$ cat src/hdl/tadc_pkg.sv
// Shared constants and types of the touch converter bus and conversion logic
`default_nettype none
package tadc_pkg;
    // Bus address and byte framing
    localparam logic [4:0] ADDR_FIXED = 5'h12;
    localparam logic [3:0] CNT_FUNC = 4'h4;
    localparam logic [3:0] CNT_BYTE = 4'h8;
    localparam logic [3:0] CNT_SLOT = 4'h9;
    localparam logic [7:0] INVALID_BYTE = 8'hFF;
    localparam int CMD_PD_LSB = 2;
    localparam int CMD_MODE_BIT = 1;
    // Conversion clock derived from the core clock
    localparam int CORE_CLK_HZ = 100_000_000;
    localparam int CONV_HZ = 4_000_000;
    localparam logic [4:0] TICK_DIV = 5'(CORE_CLK_HZ / CONV_HZ);
    localparam logic [4:0] OP_TICKS_12 = 5'h13;
    localparam logic [4:0] OP_TICKS_8 = 5'h10;
    localparam logic [4:0] FILT_TICKS = 5'h13;
    localparam logic [4:0] OVERLAP_TICKS = 5'h04;
    localparam logic [2:0] OPS = 3'h7;
    localparam logic [2:0] FILT_FIRST_OP = 3'h3;
    // Panel drivers {xp, xn, yp, yn}
    localparam logic [1:0] FUNC_POS = 2'h3;
    localparam logic [3:0] DRV_X = 4'hC;
    localparam logic [3:0] DRV_Y = 4'h3;
    localparam logic [3:0] DRV_Z = 4'h6;
    // Reset values
    localparam logic [11:0] RESULT_RST = 12'h000;
    localparam logic [3:0] FUNC_RST = 4'h0;
    localparam logic [1:0] PD_RST = 2'h0;

    typedef enum logic [2:0] {
        BUS_IDLE = 3'b000,
        BUS_ADDR = 3'b001,
        BUS_ADDR_ACK = 3'b010,
        BUS_CMD = 3'b011,
        BUS_CMD_ACK = 3'b100,
        BUS_EXTRA = 3'b101,
        BUS_TX = 3'b110,
        BUS_TX_ACK = 3'b111
    } tadc_bus_st_t;

    typedef enum logic [1:0] {
        SEQ_IDLE = 2'b00,
        SEQ_ACQ = 2'b01,
        SEQ_CONV = 2'b10,
        SEQ_FILT = 2'b11
    } tadc_seq_st_t;
endpackage
`default_nettype wire

$ cat src/hdl/tadc_ifs.sv
// Interfaces between the bus controller, its edge detector and the sequencer
`default_nettype none
interface tadc_edge_if;
    logic scl_rise;
    logic scl_fall;
    logic start;
    logic stop;
    logic sda;
    modport fe(output scl_rise, scl_fall, start, stop, sda);
    modport ctl(input scl_rise, scl_fall, start, stop, sda);
endinterface

interface tadc_cvt_if;
    logic acq_start;
    logic acq_end;
    logic mode8;
    logic pd0;
    logic [3:0] func;
    logic [11:0] adc_data;
    logic done;
    logic [11:0] result;
    logic [3:0] drv;
    logic mux;
    logic sample;
    modport ctl(output acq_start, acq_end, mode8, pd0, func, adc_data,
                input done, result, drv, mux, sample);
    modport seq(input acq_start, acq_end, mode8, pd0, func, adc_data,
                output done, result, drv, mux, sample);
endinterface
`default_nettype wire

$ cat src/hdl/tadc_edge.sv
// Serial bus edge, start and stop detector
`default_nettype none
module tadc_edge (
    input wire logic core_clk, // 100 MHz clock
    input wire logic rstn, // Async reset, active low
    input wire logic scl_i, // Bus clock level
    input wire logic sda_i, // Bus data level
    tadc_edge_if.fe eb // Edge events
);
    typedef struct packed {
        logic scl;
        logic sda;
        logic rise;
        logic fall;
        logic start;
        logic stop;
    } tadc_edge_t;

    tadc_edge_t q;
    tadc_edge_t d;

    always_comb begin
        d.scl = scl_i;
        d.sda = sda_i;
        d.rise = scl_i & ~q.scl;
        d.fall = ~scl_i & q.scl;
        d.start = scl_i & q.scl & q.sda & ~sda_i;
        d.stop = scl_i & q.scl & ~q.sda & sda_i;
    end

    always_ff @(posedge core_clk or negedge rstn) begin
        if (!rstn) begin
            q <= '{scl: 1'b1, sda: 1'b1, default: 1'b0};
        end else begin
            q <= d;
        end
    end

    assign eb.scl_rise = q.rise;
    assign eb.scl_fall = q.fall;
    assign eb.start = q.start;
    assign eb.stop = q.stop;
    assign eb.sda = q.sda;
endmodule
`default_nettype wire

$ cat src/hdl/tadc_i2c_cmd_readout.sv
// Touch converter serial-bus slave: command write, acquisition control, result read
//
// What this block does; R8 is left to the bus master
// Acknowledge write address only on match
// Acknowledge one command byte, then STOP/Sr
// Never acknowledge further command bytes
// Channel on fourth bit; drivers at acquisition
// Sample from last function bit fall to STOP/Sr
// Convert after acquisition; mux disconnected
// Position drivers stay on during conversion
// Master should idle 10 us before reading
// Read address acked, then result bits 11-4
// Release for master ack, then bits 3-0
// Master ack of last byte yields FFh
// Op takes 19 or 16 conversion clocks
// 12-bit: seven ops plus filter, overlap four
// 8-bit: seven 16-clock ops plus filter
// 12-bit read cycle carries two bytes
// 8-bit read cycle carries one byte
// Address is fixed five bits plus pins
// Command fields: function, power-down, resolution
// Resolution bit: 0 twelve-bit, 1 eight-bit
// Result register replaced only on completion
`default_nettype none
module tadc_i2c_cmd_readout (
    input wire logic core_clk, // 100 MHz clock
    input wire logic rstn, // Async reset, active low
    input wire logic scl_i, // Bus clock
    input wire logic sda_i, // Bus data level
    output logic sda_o, // Bus data drive value, always low
    output logic sda_oe, // High while pulling data low
    input wire logic [1:0] address_select_pins, // Low address bits
    input wire logic [11:0] adc_data_i, // Converter code
    output logic [3:0] function_select_o, // Selected function and channel
    output logic [1:0] power_down_select_o, // Power-down mode
    output logic [3:0] panel_drv_o, // Drivers {xp, xn, yp, yn}
    output logic mux_connect_o, // Input mux connected to converter
    output logic adc_sample_o, // One-cycle pulse per sample
    output logic conv_done_o // One-cycle pulse on new result
);
    // ----------------------------------------------------------------
    // State
    // ----------------------------------------------------------------
    typedef struct packed {
        tadc_pkg::tadc_bus_st_t st;
        logic [3:0] cnt;
        logic [7:0] sh;
        logic rw;
        logic oe;
        logic sda_drv;
        logic [3:0] func;
        logic [1:0] pd;
        logic mode8;
        logic acq;
        logic acq_start;
        logic acq_end;
        logic mack;
        logic byte_no;
        logic [11:0] res;
        logic done;
    } tadc_main_t;

    tadc_main_t q;
    tadc_main_t d;
    logic [7:0] next_byte;

    // ----------------------------------------------------------------
    // Sub-blocks; the sequencer runs on its own tick, not the bus clock
    // ----------------------------------------------------------------
    tadc_edge_if eb();
    tadc_cvt_if cv();

    tadc_edge u_edge (
        .core_clk(core_clk),
        .rstn(rstn),
        .scl_i(scl_i),
        .sda_i(sda_i),
        .eb(eb)
    );

    tadc_seq u_seq (
        .core_clk(core_clk),
        .rstn(rstn),
        .cv(cv)
    );

    assign cv.acq_start = q.acq_start;
    assign cv.acq_end = q.acq_end;
    assign cv.mode8 = q.mode8;
    assign cv.pd0 = q.pd[0];
    assign cv.func = q.func;
    assign cv.adc_data = adc_data_i;

    // ----------------------------------------------------------------
    // Bus protocol
    // ----------------------------------------------------------------
    always_comb begin
        d = q;
        d.acq_start = 1'b0;
        d.acq_end = 1'b0;
        d.done = cv.done;
        // Second read byte exists only in 12-bit mode
        next_byte = (!q.byte_no && !q.mode8) ? {q.res[3:0], 4'h0}
                                              : tadc_pkg::INVALID_BYTE;
        if (cv.done) begin
            d.res = cv.result;
        end
        if (eb.start || eb.stop) begin
            if (q.acq) begin
                d.acq = 1'b0;
                d.acq_end = 1'b1;
            end
            d.oe = 1'b0;
            d.cnt = 4'h0;
            d.st = eb.start ? tadc_pkg::BUS_ADDR : tadc_pkg::BUS_IDLE;
        end else begin
            // While sending, this shift also brings up the next bit
            if (eb.scl_rise) begin
                d.sh = {q.sh[6:0], eb.sda};
                d.cnt = 4'(q.cnt + 4'h1);
            end
            case (q.st)
                tadc_pkg::BUS_IDLE: begin
                    d.oe = 1'b0;
                end
                tadc_pkg::BUS_ADDR: begin
                    if (eb.scl_fall && q.cnt == tadc_pkg::CNT_BYTE) begin
                        d.cnt = 4'h0;
                        if (q.sh[7:1] == {tadc_pkg::ADDR_FIXED, address_select_pins}) begin
                            d.oe = 1'b1;
                            d.rw = q.sh[0];
                            d.st = tadc_pkg::BUS_ADDR_ACK;
                        end else begin
                            d.st = tadc_pkg::BUS_IDLE;
                        end
                    end
                end
                tadc_pkg::BUS_ADDR_ACK: begin
                    if (eb.scl_fall) begin
                        d.cnt = 4'h0;
                        if (q.rw) begin
                            d.sh = q.res[11:4];
                            d.oe = ~q.res[11];
                            d.byte_no = 1'b0;
                            d.st = tadc_pkg::BUS_TX;
                        end else begin
                            d.oe = 1'b0;
                            d.st = tadc_pkg::BUS_CMD;
                        end
                    end
                end
                tadc_pkg::BUS_CMD: begin
                    if (eb.scl_rise && q.cnt == 4'(tadc_pkg::CNT_FUNC - 4'h1)) begin
                        d.func = {q.sh[2:0], eb.sda};
                    end
                    if (eb.scl_fall && q.cnt == tadc_pkg::CNT_FUNC) begin
                        d.acq = 1'b1;
                        d.acq_start = 1'b1;
                    end
                    if (eb.scl_fall && q.cnt == tadc_pkg::CNT_BYTE) begin
                        d.pd = q.sh[tadc_pkg::CMD_PD_LSB +: 2];
                        d.mode8 = q.sh[tadc_pkg::CMD_MODE_BIT];
                        d.oe = 1'b1;
                        d.st = tadc_pkg::BUS_CMD_ACK;
                    end
                end
                tadc_pkg::BUS_CMD_ACK: begin
                    if (eb.scl_fall) begin
                        d.oe = 1'b0;
                        d.cnt = 4'h0;
                        d.st = tadc_pkg::BUS_EXTRA;
                    end
                end
                tadc_pkg::BUS_EXTRA: begin
                    // Extra bytes are clocked through with no acknowledge
                    d.oe = 1'b0;
                    if (eb.scl_fall && q.cnt == tadc_pkg::CNT_SLOT) begin
                        d.cnt = 4'h0;
                    end
                end
                tadc_pkg::BUS_TX: begin
                    if (eb.scl_fall) begin
                        if (q.cnt == tadc_pkg::CNT_BYTE) begin
                            d.oe = 1'b0;
                            d.st = tadc_pkg::BUS_TX_ACK;
                        end else begin
                            d.oe = ~q.sh[7];
                        end
                    end
                end
                tadc_pkg::BUS_TX_ACK: begin
                    if (eb.scl_rise) begin
                        d.mack = ~eb.sda;
                    end
                    if (eb.scl_fall) begin
                        d.cnt = 4'h0;
                        if (q.mack) begin
                            d.sh = next_byte;
                            d.oe = ~next_byte[7];
                            d.byte_no = 1'b1;
                            d.st = tadc_pkg::BUS_TX;
                        end else begin
                            d.oe = 1'b0;
                            d.st = tadc_pkg::BUS_IDLE;
                        end
                    end
                end
                default: begin
                    d.st = tadc_pkg::BUS_IDLE;
                end
            endcase
        end
    end

    always_ff @(posedge core_clk or negedge rstn) begin
        if (!rstn) begin
            q <= '{st: tadc_pkg::BUS_IDLE, func: tadc_pkg::FUNC_RST, pd: tadc_pkg::PD_RST,
                   res: tadc_pkg::RESULT_RST, default: '0};
        end else begin
            q <= d;
        end
    end

    // ----------------------------------------------------------------
    // Outputs
    // ----------------------------------------------------------------
    assign sda_o = q.sda_drv;
    assign sda_oe = q.oe;
    assign function_select_o = q.func;
    assign power_down_select_o = q.pd;
    assign panel_drv_o = cv.drv;
    assign mux_connect_o = cv.mux;
    assign adc_sample_o = cv.sample;
    assign conv_done_o = q.done;
endmodule
`default_nettype wire

$ cat src/hdl/tadc_seq.sv
// Acquisition, conversion and filter sequencer on the conversion clock tick
`default_nettype none
module tadc_seq (
    input wire logic core_clk, // 100 MHz clock
    input wire logic rstn, // Async reset, active low
    tadc_cvt_if.seq cv // Sequencer side
);
    typedef struct packed {
        tadc_pkg::tadc_seq_st_t st;
        logic [4:0] div;
        logic [4:0] ph;
        logic [2:0] op;
        logic [13:0] acc;
        logic [3:0] drv;
        logic mux;
        logic samp;
        logic done;
        logic [11:0] res;
    } tadc_seq_s_t;

    tadc_seq_s_t q;
    tadc_seq_s_t d;
    logic tick;
    logic [4:0] op_len;

    always_comb begin
        d = q;
        d.samp = 1'b0;
        d.done = 1'b0;
        tick = (q.div == 5'(tadc_pkg::TICK_DIV - 5'h01));
        op_len = cv.mode8 ? tadc_pkg::OP_TICKS_8 : tadc_pkg::OP_TICKS_12;
        if (q.st == tadc_pkg::SEQ_CONV || q.st == tadc_pkg::SEQ_FILT) begin
            d.div = tick ? 5'h00 : 5'(q.div + 5'h01);
        end
        if (cv.acq_start) begin
            d.st = tadc_pkg::SEQ_ACQ;
            d.mux = 1'b1;
            d.acc = '0;
            if (cv.func[3:2] == tadc_pkg::FUNC_POS) begin
                case (cv.func[1:0])
                    2'h0: d.drv = tadc_pkg::DRV_X;
                    2'h1: d.drv = tadc_pkg::DRV_Y;
                    default: d.drv = tadc_pkg::DRV_Z;
                endcase
            end else begin
                d.drv = 4'h0;
            end
        end else begin
            case (q.st)
                tadc_pkg::SEQ_ACQ: if (cv.acq_end) begin
                    d.st = tadc_pkg::SEQ_CONV;
                    d.mux = 1'b0;
                    d.div = 5'h00;
                    d.op = 3'h0;
                    // First op's front overlaps the bus transfer
                    d.ph = tadc_pkg::OVERLAP_TICKS;
                end
                tadc_pkg::SEQ_CONV: if (tick) begin
                    d.ph = 5'(q.ph + 5'h01);
                    if (q.ph == 5'(op_len - 5'h01)) begin
                        d.samp = 1'b1;
                        d.ph = 5'h00;
                        d.op = 3'(q.op + 3'h1);
                        if (q.op >= tadc_pkg::FILT_FIRST_OP) begin
                            d.acc = 14'(q.acc + {2'h0, cv.adc_data});
                        end
                        if (q.op == 3'(tadc_pkg::OPS - 3'h1)) begin
                            d.st = tadc_pkg::SEQ_FILT;
                        end
                    end
                end
                tadc_pkg::SEQ_FILT: if (tick) begin
                    d.ph = 5'(q.ph + 5'h01);
                    if (q.ph == 5'(tadc_pkg::FILT_TICKS - 5'h01)) begin
                        d.st = tadc_pkg::SEQ_IDLE;
                        d.done = 1'b1;
                        d.res = cv.mode8 ? {q.acc[13:6], 4'h0} : q.acc[13:2];
                        // Drivers stay on after the cycle only if asked
                        d.drv = cv.pd0 ? q.drv : 4'h0;
                    end
                end
                default: d.st = q.st;
            endcase
        end
    end

    always_ff @(posedge core_clk or negedge rstn) begin
        if (!rstn) begin
            q <= '{st: tadc_pkg::SEQ_IDLE, res: tadc_pkg::RESULT_RST, default: '0};
        end else begin
            q <= d;
        end
    end

    assign cv.done = q.done;
    assign cv.result = q.res;
    assign cv.drv = q.drv;
    assign cv.mux = q.mux;
    assign cv.sample = q.samp;

    logic [7:0] tcnt_q;
    always_ff @(posedge core_clk or negedge rstn) begin
        if (!rstn) begin
            tcnt_q <= 8'h00;
        end else if (cv.acq_end) begin
            tcnt_q <= 8'h00;
        end else if (tick && q.st != tadc_pkg::SEQ_IDLE && q.st != tadc_pkg::SEQ_ACQ) begin
            tcnt_q <= 8'(tcnt_q + 8'h01);
        end
    end
endmodule
`default_nettype wire

$ cat config.mk
export PLATFORM = sky130hd
export DESIGN_NAME = tadc_i2c_cmd_readout
export DESIGN_NICKNAME = d
export VERILOG_FILES = /design/src/hdl/tadc_pkg.sv /design/src/hdl/tadc_ifs.sv /design/src/hdl/tadc_edge.sv /design/src/hdl/tadc_i2c_cmd_readout.sv /design/src/hdl/tadc_seq.sv
export SDC_FILE = /design/constraint.sdc
export NUM_CORES = 1
export LEC_CHECK = 0
export ABC_CLOCK_PERIOD_IN_PS = 3100
export BUFFER_PORTS_ARGS = -buffer_cell sky130_fd_sc_hd__buf_4
export CORE_MARGIN = 1.5
export CORE_UTILIZATION = 48
export DETAILED_ROUTE_END_ITERATION = 8
export PLACE_DENSITY_LB_ADDON = 0.25
export SYNTH_ARGS = -nofsm -noshare
export SYNTH_HDL_FRONTEND = slang
export SYNTH_SLANG_ARGS = --single-unit
$ cat constraint.sdc
create_clock -name core_clk -period 3.1 [get_ports core_clk]
set_input_delay 0.62 -clock core_clk [delete_from_list [all_inputs] [get_ports core_clk]]
set_output_delay 0.62 -clock core_clk [all_outputs]
set_load 0.02 [all_outputs]
==> out/results.txt <==
sequential fraction of the synthesis area: 45.3%
worst voltage drop across the vdd grid: 0.204 mV
standard-cell rows: 38
synthesized flop and latch total: 96
area leader, netlist: dfrtp_1
global route hottest layer: met2
initial detailed-routing violation count: 250
met2 Track Usage GR: 35.0%
share of final-layout standard cells stronger than drive strength 1: 18.2%
DRT Pass-1 Iters: 5
first-pass GRT wire length: 19.7 mm
Post-synth ARST share: 100%
hold buffer count at CTS: 0
Post-Layout Inst Area: 0.00580 sq mm
post-route setup TNS: 0 ps
CTS H-tree depth: 3
Clock Root Buffer: clkbuf_8
post-layout power: 0.00274 W
power per standard cell area: 473 mW/mm^2
area growth from synthesis to layout: 9.14%
class of the most critical setup path: register to register
DRC violation count after routing: 0
syn_nets: 562
die outline height: 108 um
leading register cell type out of synthesis: dfrtp_1
portion of the clock cycle consumed by the worst path in the final layout: 85.5%
maximum buffer depth of the clock tree: 2
Data required, critical path: 3410 ps
met1 capacity usage during global routing: 29.1%
type of the tightest min-delay check: input port to register
critical path capture point type: register
clock input transition at the sequential cells of the worst setup and hold paths: 90 ps
total count of hold-check failures in the final report: 0
Max Clock Skew: 8.85 ps
global-route track usage on met3: 3.56%
cell area after synthesis: 0.00531 sq mm
Critical Path Source Type: register
headroom to the max-slew limit: 27.9%
post-detailed-route wirelength per cell: 16.9 um
buffers inserted by post-CTS timing repair: 0
# diodes: 0
RSZ-0062 raised after global routing: false
All-Layer GR Usage: 21.5%
proportion of netlist area held by the largest area contributor: 44.3%
Tmin final: 2650 ps
static leakage: 2.60 nW
number of enable-type register cells in the synthesized netlist: 0
data arrival time of the critical path: 2960 ps
CTS tree: done
crit-path max cell delay: 640 ps
via count of the first global-routing pass: 4,083
count of clock tree sinks: 96
Crit Path Max Fanout: 11
overall die area: 0.0117 sq mm
vias per inst: 5.93
number of nets in the final layout: 579
die outline width: 108 um
distinct cell type count after synthesis: 66
post-detailed-route count of antenna-violating nets: 0
main area contributors after synthesis: dfrtp_1, mux2_2, ha_1, o21ai_0, nand2_1
series of cell instances along the critical path: inv_1 > ha_1 > and4b_1 > nand2_1 > a211o_1 > a2111oi_0 > a311o_1
antenna violations before repair: 0
number of buffers inserted during clock tree synthesis: 9
routed via count: 4,048
post-synthesis cell count: 521
final setup vio count: 0
average footprint of a synthesized cell: 10.2 sq um
initial core utilization: 49.2%
critical path's slowest cell: a2111oi_0
count of maximum capacitance violations: 0
timing-limited maximum frequency: 377 MHz
placeable core region: 0.0108 sq mm
number of pins with negative max-slew slack in the final report: 0
slew at the pin closest to its max-slew limit: 1080 ps
residual overflow from global routing: 0
post-place instance area: 0.00560 sq mm
largest net degree at the start of global routing: 78
status: completed
cts repair resizes: 0
number of port buffers: 31
total half-perimeter wirelength after legalization and detailed placement: 8.16 mm
io pins: 33
placer's final routability congestion estimate: 0.885
Worst-Skew Late Latency: 370 ps
number of warning messages in the yosys log: 0
Final Routed Wirelength: 11.5 mm
==> flip-flops by register name, summed over array words and instances, names as in the netlist, 2 cells and up <==
name and count:
q 31, power_down_select_o 2, u_seq.q 29, u_seq.cv.result 12
function_select_o 4, u_seq.cv.drv 4
==> through the flow <==
stage	worst slack, ps	instances	hold WS [ps]	util, %
6_report	450	683	369	53.7
5_1_grt	319	683	345	53.7
4_1_cts	499	683	360	53.7
3_5_place_dp	545	667	464	51.9
3_3_place_gp	603	667	454	51.9
2_1_floorplan	788	521	324	-
==> cells in the mapped netlist (all sizes together) (4+ instances only) <==
| cell | instances |
|---|---|
| nor3 | 8 |
| o22ai | 4 |
| a31oi | 6 |
| nand2 | 37 |
| dfrtp | 94 |
| nand3 | 11 |
| nor2b | 10 |
| buf | 19 |
| a21oi | 24 |
| nor3b | 7 |
| and3 | 4 |
| nand2b | 10 |
| a211oi | 5 |
| o211ai | 6 |
| nand3b | 10 |
| a221oi | 9 |
| clkbuf | 14 |
| inv | 23 |
| nor2 | 36 |
| nand4 | 9 |
| or2 | 4 |
| o21ai | 31 |
| mux2i | 13 |
| mux2 | 30 |
| xor2 | 7 |
| ha | 22 |
| xnor2 | 4 |
| a21o | 9 |
==> logic make-up after synthesis <==
group	Yosys count	synth area share, %
and+or+nand+nor	166	17.0
AOI/OAI and AO/OA	125	16.5
buffers and inverters	56	5.02
adders and majority gates	23	5.56
DFF	96	45.3
xor gates and xnor gates	11	1.81
muxes	43	8.81
other	1	0.0706
==> worst max-delay path, delay by kind of cell, from the launching register on <==
kind	cells	cell delay (ps)
AOI/OAI and AO/OA	3	1370
adders and majority gates	1	160
buffers and inverters	1	70
DFF	1	430
and+or+nand+nor	2	550
==> power by group <==
part           leakage (nW)  switching (W)  internal, W
registers              1.27       0.000119      0.00134
clock network        0.0993       0.000444     0.000394
logic                  1.24       0.000249     0.000199
total                  2.60       0.000811      0.00193
==> path summary, 6_finish.rpt <==
kind                                     startpoint                 endpoint  slack [ps]  cells past startpoint
setup reg to reg              u_seq.q[41]$_DFF_PN0_  u_seq.q[28]$_DFFE_PN0P_         450                      7
hold reg to reg            u_edge.eb.stop$_DFF_PN0_        q[40]$_DFFE_PN0P_         480                      1
min in group asynchronous                      rstn          q[36]$_DFF_PN0_         400                      1
setup / recovery              u_seq.q[41]$_DFF_PN0_  u_seq.q[28]$_DFFE_PN0P_         450                      7
hold / removal                                sda_i  u_edge.eb.sda$_DFF_PN1_         370                      1
max in group asynchronous                      rstn  u_seq.q[24]$_DFFE_PN0P_        1950                      2
==> final cells by class <==
cell class / instances / area, sq um
timing repair buffer: 39 / 293
tap: 140 / 175
inverter: 23 / 86.3
clock inverter: 5 / 56.3
clock buffer: 11 / 141
fill: 984 / 4990
sequential: 96 / 2400
multi-input combinational: 369 / 2640
==> per-layer routing <==
layer	up-vias	part of all wire, %	routed length (um)
li1	1920	-	-
met1	2040	47	5440
met2	77	48	5530
met3	11	3.5	405
met4	0	1.2	135
met5	-	0	0
==> cell usage in the layout (no fill, tap or decap), types with 7 or more instances in the layout <==
master	synthesis	routed
nor2_1	36	36
o21ai_0	31	31
nor2b_1	10	10
a21o_1	8	8
nor3_1	7	7
xor2_1	7	7
clkbuf_8	0	10
ha_1	22	22
a221oi_1	9	9
nor3b_1	7	7
mux2_2	30	30
nand3_1	10	10
nand2_1	37	37
dfrtp_1	94	94
inv_1	23	23
nand2b_1	10	10
a21oi_1	24	24
buf_4	12	39
nand4_1	9	9
nand3b_1	10	10
mux2i_1	13	13
(Power assumes the default switching activity.)
